File: src/verilog/tiwf_pkg.sv
// Constants and types for the trajectory intent word framer
package tiwf_pkg;
    // Register byte addresses
    localparam logic [3:0]  TIWF_ADDR_CTRL   = 4'h0;
    localparam logic [3:0]  TIWF_ADDR_CFG    = 4'h4;
    localparam logic [3:0]  TIWF_ADDR_PUSH   = 4'h8;
    localparam logic [3:0]  TIWF_ADDR_STAT   = 4'hc;
    // Field positions
    localparam int          TIWF_CTRL_GO     = 0;
    localparam int          TIWF_CTRL_PLAN   = 1;
    localparam int          TIWF_CFG_ALT     = 0;
    localparam int          TIWF_CFG_WCNT    = 4;
    localparam int          TIWF_PUSH_KIND   = 21;
    // Queue entry kinds
    localparam logic [1:0]  TIWF_KIND_DATA   = 2'h0;
    localparam logic [1:0]  TIWF_KIND_DESC   = 2'h1;
    localparam logic [1:0]  TIWF_KIND_LAST   = 2'h2;
    // Word type bits 30,29
    localparam logic [1:0]  TIWF_TYPE_DATA   = 2'h0;
    localparam logic [1:0]  TIWF_TYPE_DESC   = 2'h1;
    localparam logic [1:0]  TIWF_TYPE_BOUND  = 2'h3;
    // Flight plan labels, octal 232, 242, 252, 262
    localparam logic [7:0]  TIWF_LBL_ACTIVE  = 8'h9a;
    localparam logic [7:0]  TIWF_LBL_MODIF   = 8'ha2;
    localparam logic [7:0]  TIWF_LBL_SECOND  = 8'haa;
    localparam logic [7:0]  TIWF_LBL_DLINK   = 8'hb2;
    // Descriptor and data words per link data unit
    localparam logic [7:0]  TIWF_LDU_LIMIT   = 8'hfd;
    // Block check
    localparam logic [15:0] TIWF_CRC_POLY    = 16'h1021;
    localparam logic [15:0] TIWF_CRC_INIT    = 16'hffff;
    // Queue shape
    localparam int          TIWF_Q_WIDTH     = 23;
    localparam int          TIWF_Q_DEPTH     = 16;
    localparam int          TIWF_Q_LVLW      = 5;

    typedef enum logic [1:0] {ST_IDLE, ST_START, ST_BODY} tiwf_state_type;

    typedef struct packed {
        tiwf_state_type st;
        logic [7:0]     seq;
        logic [7:0]     cnt;
        logic [15:0]    crc;
        logic [1:0]     plan;
        logic [3:0]     alt;
        logic [7:0]     wcount;
        logic           go;
        logic [31:0]    tx_word;
        logic           tx_valid;
        logic           waitreq;
        logic [31:0]    rdata;
    } tiwf_regs_type;

    localparam tiwf_regs_type TIWF_REGS_RESET =
        '{st: ST_IDLE, waitreq: 1'b1, default: '0};
endpackage
File: src/verilog/tiwf_framer.sv
// Trajectory intent word framer with register slave and word queue
//
// Our own choices: the address map and register access over Avalon-MM.
`timescale 1ns/1ps

module tiwf_fifo #(
    parameter int WIDTH = 23,
    parameter int DEPTH = 16
) (
    // Clock and reset
    input  wire logic                     ref_clk,
    input  wire logic                     reset_n,
    // Fill side
    input  wire logic                     in_valid,
    output logic                          in_ready,
    input  wire logic [WIDTH-1:0]         in_data,
    // Drain side
    output logic                          out_valid,
    input  wire logic                     out_ready,
    output logic [WIDTH-1:0]              out_data,
    // Fill level
    output logic [$clog2(DEPTH):0]        level
);
    localparam int AW = $clog2(DEPTH);

    typedef struct packed {
        logic [DEPTH-1:0][WIDTH-1:0] mem;
        logic [AW-1:0]               wp;
        logic [AW-1:0]               rp;
        logic [AW:0]                 cnt;
    } tiwf_fifo_state_type;

    tiwf_fifo_state_type s_q;
    tiwf_fifo_state_type s_d;
    logic                push;
    logic                pop;

    always_comb begin
        in_ready  = s_q.cnt != (AW+1)'(DEPTH);
        out_valid = s_q.cnt != '0;
        out_data  = s_q.mem[s_q.rp];
        level     = s_q.cnt;
        push      = in_valid && in_ready;
        pop       = out_valid && out_ready;
        s_d       = s_q;
        if (push) begin
            s_d.mem[s_q.wp] = in_data;
            s_d.wp          = s_q.wp + 1'b1;
        end
        if (pop) begin
            s_d.rp = s_q.rp + 1'b1;
        end
        s_d.cnt = s_q.cnt + (AW+1)'(push) - (AW+1)'(pop);
    end

    always_ff @(posedge ref_clk) begin
        if (!reset_n) begin
            s_q <= '0;
        end else begin
            s_q <= s_d;
        end
    end
endmodule

module tiwf_framer
    import tiwf_pkg::*;
(
    // Clock and reset
    input  wire logic        ref_clk,
    input  wire logic        reset_n,
    // Avalon-MM slave
    input  wire logic [3:0]  avs_address,
    input  wire logic        avs_read,
    input  wire logic        avs_write,
    input  wire logic [31:0] avs_writedata,
    input  wire logic [3:0]  avs_byteenable,
    output logic [31:0]      avs_readdata,
    output logic             avs_waitrequest,
    // Word stream to line driver
    output logic [31:0]      tx_word,
    output logic             tx_valid,
    input  wire logic        tx_ready
);
    tiwf_regs_type              r_q;
    tiwf_regs_type              r_d;
    logic                       q_in_valid;
    logic                       q_in_ready;
    logic                       q_out_valid;
    logic                       q_out_ready;
    logic [TIWF_Q_WIDTH-1:0]    q_out_data;
    logic [TIWF_Q_LVLW-1:0]     q_level;
    logic                       can_emit;
    logic                       emit_start;
    logic                       ldu_close;
    logic                       pop_desc;
    logic                       pop_data;
    logic                       pop_last;
    logic [7:0]                 label;

    function automatic logic [31:0] mk_word(input logic [1:0]  t,
                                            input logic [20:0] b,
                                            input logic [7:0]  l);
        logic [30:0] r;
        r = {t, b, l};
        return {~^r, r};
    endfunction

    function automatic logic [15:0] crc_step(input logic [15:0] c,
                                             input logic [31:0] w);
        logic [15:0] x;
        x = c;
        for (int i = 31; i >= 0; i--) begin
            x = (x[15] ^ w[i]) ? ({x[14:0], 1'b0} ^ TIWF_CRC_POLY)
                               : {x[14:0], 1'b0};
        end
        return x;
    endfunction

    function automatic logic [7:0] plan_label(input logic [1:0] p);
        logic [7:0] l;
        l = TIWF_LBL_ACTIVE;
        unique case (p)
            2'h0: l = TIWF_LBL_ACTIVE;
            2'h1: l = TIWF_LBL_MODIF;
            2'h2: l = TIWF_LBL_SECOND;
            2'h3: l = TIWF_LBL_DLINK;
        endcase
        return l;
    endfunction

    function automatic logic [7:0] be_merge(input logic [7:0] o,
                                            input logic [7:0] n,
                                            input logic       e);
        return e ? n : o;
    endfunction

    tiwf_fifo #(
        .WIDTH (TIWF_Q_WIDTH),
        .DEPTH (TIWF_Q_DEPTH)
    ) u_queue (
        .ref_clk   (ref_clk),
        .reset_n   (reset_n),
        .in_valid  (q_in_valid),
        .in_ready  (q_in_ready),
        .in_data   (avs_writedata[TIWF_Q_WIDTH-1:0]),
        .out_valid (q_out_valid),
        .out_ready (q_out_ready),
        .out_data  (q_out_data),
        .level     (q_level)
    );

    always_comb begin
        logic [31:0] w;
        logic [7:0]  lo;
        logic [7:0]  hi;
        w           = '0;
        lo          = '0;
        hi          = '0;
        r_d         = r_q;
        label       = plan_label(r_q.plan);
        q_in_valid  = 1'b0;
        q_out_ready = 1'b0;
        emit_start  = 1'b0;
        ldu_close   = 1'b0;
        pop_desc    = 1'b0;
        pop_data    = 1'b0;
        pop_last    = 1'b0;
        can_emit    = !r_q.tx_valid || tx_ready;
        if (r_q.tx_valid && tx_ready) begin
            r_d.tx_valid = 1'b0;
        end
        // Never waits on any receiver, only on the start request, the local line driver and entries in the word queue
        unique case (r_q.st)
            ST_IDLE: begin
                if (r_q.go) begin
                    r_d.go  = 1'b0;
                    r_d.seq = '0;
                    r_d.st  = ST_START;
                end
            end
            ST_START: begin
                if (can_emit) begin
                    emit_start   = 1'b1;
                    r_d.tx_word  = mk_word(TIWF_TYPE_BOUND,
                        {1'b0, r_q.alt, r_q.wcount, r_q.seq},
                        label);
                    r_d.tx_valid = 1'b1;
                    r_d.cnt      = '0;
                    r_d.crc      = TIWF_CRC_INIT;
                    r_d.st       = ST_BODY;
                end
            end
            ST_BODY: begin
                if (can_emit && r_q.cnt == TIWF_LDU_LIMIT) begin
                    // Unit full: close it before taking the next entry
                    ldu_close    = 1'b1;
                    r_d.tx_word  = mk_word(TIWF_TYPE_BOUND,
                        {1'b1, 3'h0, 1'b0, r_q.crc}, label);
                    r_d.tx_valid = 1'b1;
                    r_d.seq      = r_q.seq + 8'h01;
                    r_d.st       = ST_START;
                end else if (can_emit && q_out_valid) begin
                    q_out_ready = 1'b1;
                    if (q_out_data[TIWF_PUSH_KIND+1]) begin
                        pop_last     = 1'b1;
                        r_d.tx_word  = mk_word(TIWF_TYPE_BOUND,
                            {1'b1, 3'h0, 1'b1, r_q.crc}, label);
                        r_d.tx_valid = 1'b1;
                        r_d.st       = ST_IDLE;
                    end else begin
                        if (q_out_data[TIWF_PUSH_KIND]) begin
                            pop_desc = 1'b1;
                            w = mk_word(TIWF_TYPE_DESC,
                                {8'h00, q_out_data[12:0]},
                                label);
                        end else begin
                            pop_data = 1'b1;
                            // Validity bit and ETA body pass unchanged
                            w = mk_word(TIWF_TYPE_DATA,
                                q_out_data[20:0], label);
                        end
                        r_d.tx_word  = w;
                        r_d.tx_valid = 1'b1;
                        r_d.cnt      = r_q.cnt + 8'h01;
                        r_d.crc      = crc_step(r_q.crc, w);
                    end
                end
            end
        endcase
        // Bus: first cycle decodes, second completes
        if ((avs_read || avs_write) && r_q.waitreq) begin
            // Full queue stalls the push until room opens
            if (!(avs_write && avs_address == TIWF_ADDR_PUSH
                  && !q_in_ready)) begin
                r_d.waitreq = 1'b0;
                unique case (avs_address)
                    TIWF_ADDR_CTRL: r_d.rdata = {29'h0, r_q.plan, 1'b0};
                    TIWF_ADDR_CFG:  r_d.rdata = {20'h0, r_q.wcount, r_q.alt};
                    TIWF_ADDR_STAT: r_d.rdata = {7'h0, r_q.st != ST_IDLE,
                        3'h0, q_level, r_q.cnt, r_q.seq};
                    default:        r_d.rdata = '0;
                endcase
            end
        end else if (avs_read || avs_write) begin
            r_d.waitreq = 1'b1;
            if (avs_write) begin
                unique case (avs_address)
                    TIWF_ADDR_CTRL: begin
                        lo = be_merge({5'h0, r_q.plan, 1'b0},
                                      avs_writedata[7:0], avs_byteenable[0]);
                        r_d.plan = lo[TIWF_CTRL_PLAN+:2];
                        // Start request set wins over the idle consume
                        if (lo[TIWF_CTRL_GO]) begin
                            r_d.go = 1'b1;
                        end
                    end
                    TIWF_ADDR_CFG: begin
                        lo = be_merge({r_q.wcount[3:0], r_q.alt},
                                      avs_writedata[7:0], avs_byteenable[0]);
                        r_d.alt    = lo[TIWF_CFG_ALT+:4];
                        hi = be_merge({4'h0, r_q.wcount[7:4]},
                                      avs_writedata[15:8], avs_byteenable[1]);
                        r_d.wcount = {hi[3:0], lo[7:4]};
                    end
                    TIWF_ADDR_PUSH: q_in_valid = 1'b1;
                    default: ;
                endcase
            end
        end
    end

    always_ff @(posedge ref_clk) begin
        if (!reset_n) begin
            r_q <= TIWF_REGS_RESET;
        end else begin
            r_q <= r_d;
        end
    end

    assign avs_readdata    = r_q.rdata;
    assign avs_waitrequest = r_q.waitreq;
    assign tx_word         = r_q.tx_word;
    assign tx_valid        = r_q.tx_valid;

    a_start_word_form: assert property (
        @(posedge ref_clk) disable iff (!reset_n)
        emit_start |=> tx_valid && tx_word[30:29] == 2'h3
            && !tx_word[28] && tx_word[15:8] == $past(r_q.seq)
            && tx_word[23:16] == $past(r_q.wcount))
        else $error("start word malformed");

    a_start_alt_bits: assert property (
        @(posedge ref_clk) disable iff (!reset_n)
        emit_start |=> tx_word[27:24] == $past(r_q.alt))
        else $error("alternate content bits wrong");

    a_desc_word_form: assert property (
        @(posedge ref_clk) disable iff (!reset_n)
        pop_desc |=> tx_word[30:29] == 2'h1 && tx_word[28:21] == 8'h00
            && tx_word[20:15] == $past(q_out_data[12:7])
            && tx_word[11:8] == $past(q_out_data[3:0]))
        else $error("descriptor word malformed");

    a_desc_geometry: assert property (
        @(posedge ref_clk) disable iff (!reset_n)
        pop_desc |=> tx_word[14:12] == $past(q_out_data[6:4]))
        else $error("geometry field misplaced");

    a_frame_continues: assert property (
        @(posedge ref_clk) disable iff (!reset_n)
        (pop_desc || pop_data) |=> r_q.st == ST_BODY
            && r_q.cnt == $past(r_q.cnt) + 8'h01)
        else $error("frame did not continue");

    a_ldu_limit_close: assert property (
        @(posedge ref_clk) disable iff (!reset_n)
        (r_q.st == ST_BODY && r_q.cnt == TIWF_LDU_LIMIT && can_emit)
        |-> ldu_close
        ##1 (tx_word[30:29] == 2'h3 && !tx_word[24] && r_q.st == ST_START)
        // A stalled driver delays the new start word by up to two cycles
        ##[1:3] (tx_valid && tx_word[30:29] == 2'h3 && !tx_word[28]))
        else $error("unit not closed at limit");

    a_end_word_form: assert property (
        @(posedge ref_clk) disable iff (!reset_n)
        pop_last |=> tx_word[30:29] == 2'h3 && tx_word[27:25] == 3'h0
            && tx_word[24] && tx_word[23:8] == $past(r_q.crc)
            && r_q.st == ST_IDLE)
        else $error("end word malformed");

    a_data_validity: assert property (
        @(posedge ref_clk) disable iff (!reset_n)
        pop_data |=> tx_word[28] == $past(q_out_data[20])
            && tx_word[27:8] == $past(q_out_data[19:0]))
        else $error("data validity bit altered");

    a_data_type_lbl: assert property (
        @(posedge ref_clk) disable iff (!reset_n)
        pop_data |=> tx_word[30:29] == 2'h0 && tx_word[7:0] == $past(label)
            && ^tx_word)
        else $error("data word type or label wrong");
endmodule

File: config.mk
export PLATFORM = sky130hd
export DESIGN_NAME = tiwf_framer
export DESIGN_NICKNAME = d
export VERILOG_FILES = /design/src/verilog/tiwf_pkg.sv /design/src/verilog/tiwf_framer.sv
export SDC_FILE = /design/constraint.sdc
export NUM_CORES = 1
export LEC_CHECK = 0
export BUFFER_PORTS_ARGS = -buffer_cell sky130_fd_sc_hd__clkbuf_2
export CAP_MARGIN = 0
export CORE_ASPECT_RATIO = 0.75
export CORE_MARGIN = 5
export CORE_UTILIZATION = 40
export DETAILED_ROUTE_END_ITERATION = 8
export PLACE_DENSITY_LB_ADDON = 0.15
export SKIP_CTS_REPAIR_TIMING = 1
export SLEW_MARGIN = 20
export SYNTH_ARGS = -nofsm -noshare
export SYNTH_HDL_FRONTEND = slang
export SYNTH_HIERARCHICAL = 1
export SYNTH_SLANG_ARGS = --single-unit
File: constraint.sdc
create_clock -name ref_clk -period 10.6 [get_ports ref_clk]
set_input_delay 1.06 -clock ref_clk [delete_from_list [all_inputs] [get_ports ref_clk]]
set_output_delay 1.06 -clock ref_clk [all_outputs]
set_load 0.02 [all_outputs]
==> results of run 1 <==
[stage by stage]
stage | instance area, um2 | total power, W | worst slack (ns)
after floorplan | 24200 | 0.00235 | 6.58
after global placement | 24400 | 0.00245 | 5.08
after detailed placement | 24400 | 0.00244 | 5.01
after CTS | 26000 | 0.00416 | 4.97
after global routing | 26000 | 0.00427 | 4.72
final | 26000 | 0.00412 | 4.93
[state kept, by name (all words and copies together), names as in the netlist]
register         cells
u_queue/s_q        376
avs_readdata        22
r_q                 49
tx_valid             1
tx_word             28
avs_waitrequest      1
u_queue/level        5
[path summary, 6_finish.rpt]
path	from	to	slack [ns]	depth (start not counted)
max	u_queue/s_q[6]	r_q[95]	4.93	13
min	u_queue/s_q[350]	u_queue/s_q[350]	0.45	2
max reg2reg	u_queue/s_q[6]	r_q[95]	4.93	13
min reg2reg	u_queue/s_q[350]	u_queue/s_q[350]	0.45	2
[worst max-delay path, stage by stage (launching register included)]
cell and delay [ns]:
dfxtp_4 0.33, buf_4 0.67, buf_4 0.81, mux4_2 0.62
a22oi_1 0.20, nand2_1 0.20, xnor2_1 0.48, xnor3_1 0.46
xor2_1 0.20, xnor2_1 0.50, xnor2_4 0.13, xnor2_1 0.31
xor3_1 0.37, o221a_1 0.23
[cells in the mapped netlist, types with 4 or more instances]
library cell | instances | area share (%)
xnor3_1 | 15 | 1.4
a21boi_1 | 189 | 5.9
and3_1 | 6 | 0.16
a21boi_0 | 106 | 3.3
buf_2 | 77 | 1.6
xnor2_1 | 104 | 3.8
nand2b_1 | 4 | 0.10
nand2_1 | 630 | 9.8
buf_1 | 5 | 0.078
mux4_2 | 92 | 8.6
nor2_1 | 38 | 0.59
ha_1 | 22 | 1.1
mux2i_1 | 116 | 4.8
nand3_1 | 31 | 0.64
a22oi_1 | 49 | 1.5
nand4_2 | 9 | 0.47
a222oi_1 | 13 | 0.54
a221oi_1 | 4 | 0.15
clkbuf_1 | 105 | 1.6
dfxtp_1 | 482 | 40
nor3b_1 | 5 | 0.16
o21ai_0 | 32 | 0.66
o211a_1 | 19 | 0.79
buf_4 | 82 | 2.5
nor3_1 | 14 | 0.29
and4_1 | 13 | 0.47
nand4_1 | 12 | 0.31
buf_6 | 6 | 0.28
xor2_1 | 39 | 1.4
a21oi_1 | 38 | 0.79
inv_1 | 16 | 0.25
and2_1 | 18 | 0.47
nor2b_1 | 124 | 3.2
[cell families after synthesis]
group	count (synthesis)	share of synthesized area [%]
simple gates	917	17.2
flops	482	40.0
compound gates	463	14.1
buf+inv	294	6.53
mux	209	13.4
xor+xnor	168	7.59
fa+ha+maj	23	1.22
other cells	1	0.0155
[area by class of cell]
class	count	area [um2]	share of cell area (%)
clock inverter	12	85.1	0.327
timing repair buffer	123	763	2.93
multi-input combinational	1793	13000	49.9
clock buffer	75	1470	5.64
tap	800	1000	3.85
sequential	482	9660	37.1
inverter	16	60.1	0.231
[power breakdown]
part,internal (W),switching (W),total [W]
clock network,0.000954,0.000749,0.00170
logic,0.000282,0.000290,0.000572
registers,0.00183,0.0000163,0.00184
[per-layer routing]
metal  up-vias  track usage [%]  routed length [um]
li1       8472                -                   -
met1      8897             32.9               34900
met2       619             30.5               29800
met3        78             3.46                5520
met4         0             4.34                1220
met5         -                0                   0
==> metrics.cfg, run 1 <==
[floorplan]
start_util_pct=40.2
dieArea_um2=65400
die_w_um=294
io_pins=111
fp.dieH_um=223
coreArea_um2=60100
std_cell_rows=78

[timing]
tightest_slew_ns=1.08
min_period_ns=5.67
rsz0062_at_grt=false
hold_slack_ns=0.449
setup_tns_ns=0
relSlewSlack_pct=27.9
setup_viol=0
fmax_mhz=176
drv_slew=0
finalHoldViolations=0
skew_ns=0.0157
finalCritPeriodShare_pct=53.5

[global_route]
grt-ovfl-total=0
grt_pass1_vias=16884
grt_pass1_wl_um=107000
grt_max_degree=295
antenna_found_initial=1
grt_use_total_pct=21.0

[setup_path]
timing_worst_setup_path_type=flop to flop
crit_arrival_ns=6.17
critPathMaxFanout=48
cp-end-kind=flop
cp-start-kind=flop
required_ns=11.10

[synthesis]
synth_cell_types=63
synthCells=2557
synth_edf_count=0
ys_seq_area_share_pct=40.0
syn_avg_cell_area_um2=9.44
ys_ff_latch=482
synth_warnings=6
async_reset_ff_share_pct=0
netlist_area_um2=24100
synth-main-ff-cell=dfxtp_1

[routing]
wl_um=71400
routed_via_density=5.47
ant_nets=0
drt_iter0_drc=1693
drc=0
vias=18066
drt-pass1-iter-count=7
wl_per_cell_um=21.6

[cells_and_area]
syn_to_final_growth_pct=7.79
fin_cells=3301
layout.nets=2534
layout_common_cells=630 x nand2_1, 480 x dfxtp_1, 189 x a21boi_1, 122 x nor2b_1, 116 x mux2i_1
layout-drive-gt1-share_pct=12.8
mostFrequentLayoutCell=nand2_1
n_antenna_cell=0
nFillCells=5899
final_core_util_pct=43.3

[clock_tree]
cts_tree=done
root_buffer=clkbuf_16
insertion_delay_ns=0.61
h-tree-depth=2
cts.path.max_buffers=3
cts_sinks=482
clkTransAtPathRegs_ns=0.06
cts_made_buffers=50

[placement]
globalplace.congestion=0.900
place_inst=3213
dp_hpwl_um=43600
port_buffers=86

[power]
p_per_area_nw_per_um2=158
ir_drop_mv=0.116
cellLeakagePower_nw=9.78

[worst_hold_path]
min_path_type=flop to flop

[outcome]
status=completed

[run]
maxCapViolations=0

(Power assumes the default switching activity.)
==> inputs of run 2 (changes only) <==
==> constraint.sdc (replaced) <==
create_clock -name ref_clk -period 4.9 [get_ports ref_clk]
set_input_delay 0.49 -clock ref_clk [delete_from_list [all_inputs] [get_ports ref_clk]]
set_output_delay 0.49 -clock ref_clk [all_outputs]
set_load 0.02 [all_outputs]
==> metrics.cfg, run 2 (synthesis gave the netlist of run 1 again) <==
[outcome]
status=completed

[routing]
wl_per_cell_um=22.3  ; +2.9%
drc=0  ; unchanged
drt-pass1-iter-count=7  ; unchanged
routed_via_density=5.48  ; +0.15%
wl_um=74200  ; +3.9%
ant_nets=0  ; unchanged
drt_iter0_drc=1580  ; -6.7%
vias=18263  ; +1.1%

[timing]
fmax_mhz=220  ; +25%
tightest_slew_ns=1.21  ; +0.126 ns
setup_ws_ns=0.363  ; -4.57 ns
finalHoldViolations=0  ; unchanged
hold_slack_ns=0.201  ; -0.248 ns
rsz0062_at_grt=false
relSlewSlack_pct=19.3  ; -8.6 points
min_period_ns=4.54  ; -1.13 ns
drv_slew=0  ; unchanged
setup_tns_ns=0  ; unchanged
setup_viol=0  ; unchanged
finalCritPeriodShare_pct=92.6  ; +39 points
skew_ns=0.0244  ; +0.00874 ns

[clock_tree]
root_buffer=clkbuf_16
clkTransAtPathRegs_ns=0.06  ; about the same
h-tree-depth=2  ; unchanged
cts_tree=done
insertion_delay_ns=0.60  ; about the same
cts.path.max_buffers=3  ; unchanged
cts_sinks=482  ; unchanged
cts_made_buffers=50  ; unchanged

[cells_and_area]
layout_common_cells=630 x nand2_1, 480 x dfxtp_1, 189 x a21boi_1, 122 x nor2b_1, 116 x mux2i_1
syn_to_final_growth_pct=9.25
n_antenna_cell=0  ; unchanged
nFillCells=5804  ; -1.6%
layout.area.seq_um2=9660  ; unchanged
regMostFlops=u_queue/s_q
layout.nets=2565  ; +1.2%
layout-drive-gt1-share_pct=13.9  ; +1.1 points
multiInputGateArea_um2=13000  ; about the same
largest_register_ffs=376  ; unchanged
design_area_um2=26400  ; +1.4%
mostFrequentLayoutCell=nand2_1

[global_route]
grt_max_degree=207  ; -30%
grt_pass1_wl_um=111000  ; +4.1%
grt-ovfl-total=0  ; unchanged
grt_use_total_pct=21.9  ; +0.91 points
antenna_found_initial=1  ; unchanged
grt_pass1_vias=17386  ; +3.0%

[floorplan]
dieArea_um2=65400  ; unchanged
die_w_um=294  ; unchanged
io_pins=111  ; unchanged
std_cell_rows=78  ; unchanged
fp.dieH_um=223  ; unchanged
coreArea_um2=60100  ; unchanged
start_util_pct=40.2  ; unchanged

[worst_hold_path]
min_path_type=primary input to flop

[power]
cellLeakagePower_nw=9.98  ; +2.0%
ir_drop_mv=0.264  ; +130%
p_per_area_nw_per_um2=345  ; +120%

[placement]
dp_hpwl_um=47100  ; +8.2%
place_ws_ns=0.415  ; -4.59 ns
globalplace.congestion=0.906  ; +0.73%
port_buffers=86  ; unchanged
place_area_um2=24700  ; +1.2%

[run]
maxCapViolations=0  ; unchanged

[setup_path]
rrSetupSlack_ns=0.36  ; -4.57 ns
cp-end-kind=flop
timing_worst_setup_path_type=flop to flop
cp-start-kind=flop
crit_arrival_ns=4.99  ; -1.18 ns
critPathMaxFanout=18  ; -63%
required_ns=5.35  ; -5.75 ns

[run 2: cell count changes in the layout (fill, tap and decap cells not counted), sizes merged]
cell and delta:
clkinv -3, bufinv +3, buf +31
[run 2: worst paths after layout]
path,from,endpoint,cells after the start
worst max-delay path,u_queue/s_q[6],r_q[89],12
worst min register to register,u_queue/s_q[263],u_queue/s_q[263],2
worst max register to register,u_queue/s_q[6],r_q[89],12
worst min-delay path,avs_read,avs_waitrequest,3
[run 2: routing by layer]
layer / global-route usage (%) / part of all wire, % / vias up
li1: - / - / 8520
met1: 33.9 / 48 / 9054
met2: 32.0 / 42 / 597
met3: 4.10 / 8.2 / 90
met4: 4.31 / 1.8 / 2
met5: 0 / 0.012 / -
[run 2: per-stage QoR]
stage                     total power [W]  cells  util (%)
after floorplan                   0.00508   2569         -
after global placement            0.00531   3245      41.1
after detailed placement          0.00531   3245      41.1
after CTS                         0.00918   3332      43.8
after global routing              0.00943   3332      43.9
final                             0.00910   3332      43.9
[run 2: area by class of cell]
type	instances	area share, %
Clock inverter	12	0.550
Timing Repair Buffer	154	3.89
Multi-Input combinational cell	1793	49.3
Sequential cell	482	36.6
Clock buffer	75	5.64
Inverter	16	0.228
Tap cell	800	3.80
[run 2: worst max-delay path, stage by stage (launching register included)]
cell     delay (ns)
dfxtp_4        0.57
buf_4          0.32
mux4_2         0.52
a22oi_1        0.53
nand2_1        0.33
xnor2_1        0.22
xnor2_1        0.24
buf_4          0.17
xnor3_1        0.39
xnor2_1        0.28
xnor3_1        0.45
xnor2_1        0.25
a21oi_1        0.09
[run 2: where the power goes]
group	internal, W	leakage [nW]	switching [W]
clock network	0.00224	0.804	0.00162
logic	0.000626	5.29	0.000629
registers	0.00395	3.88	0.0000357
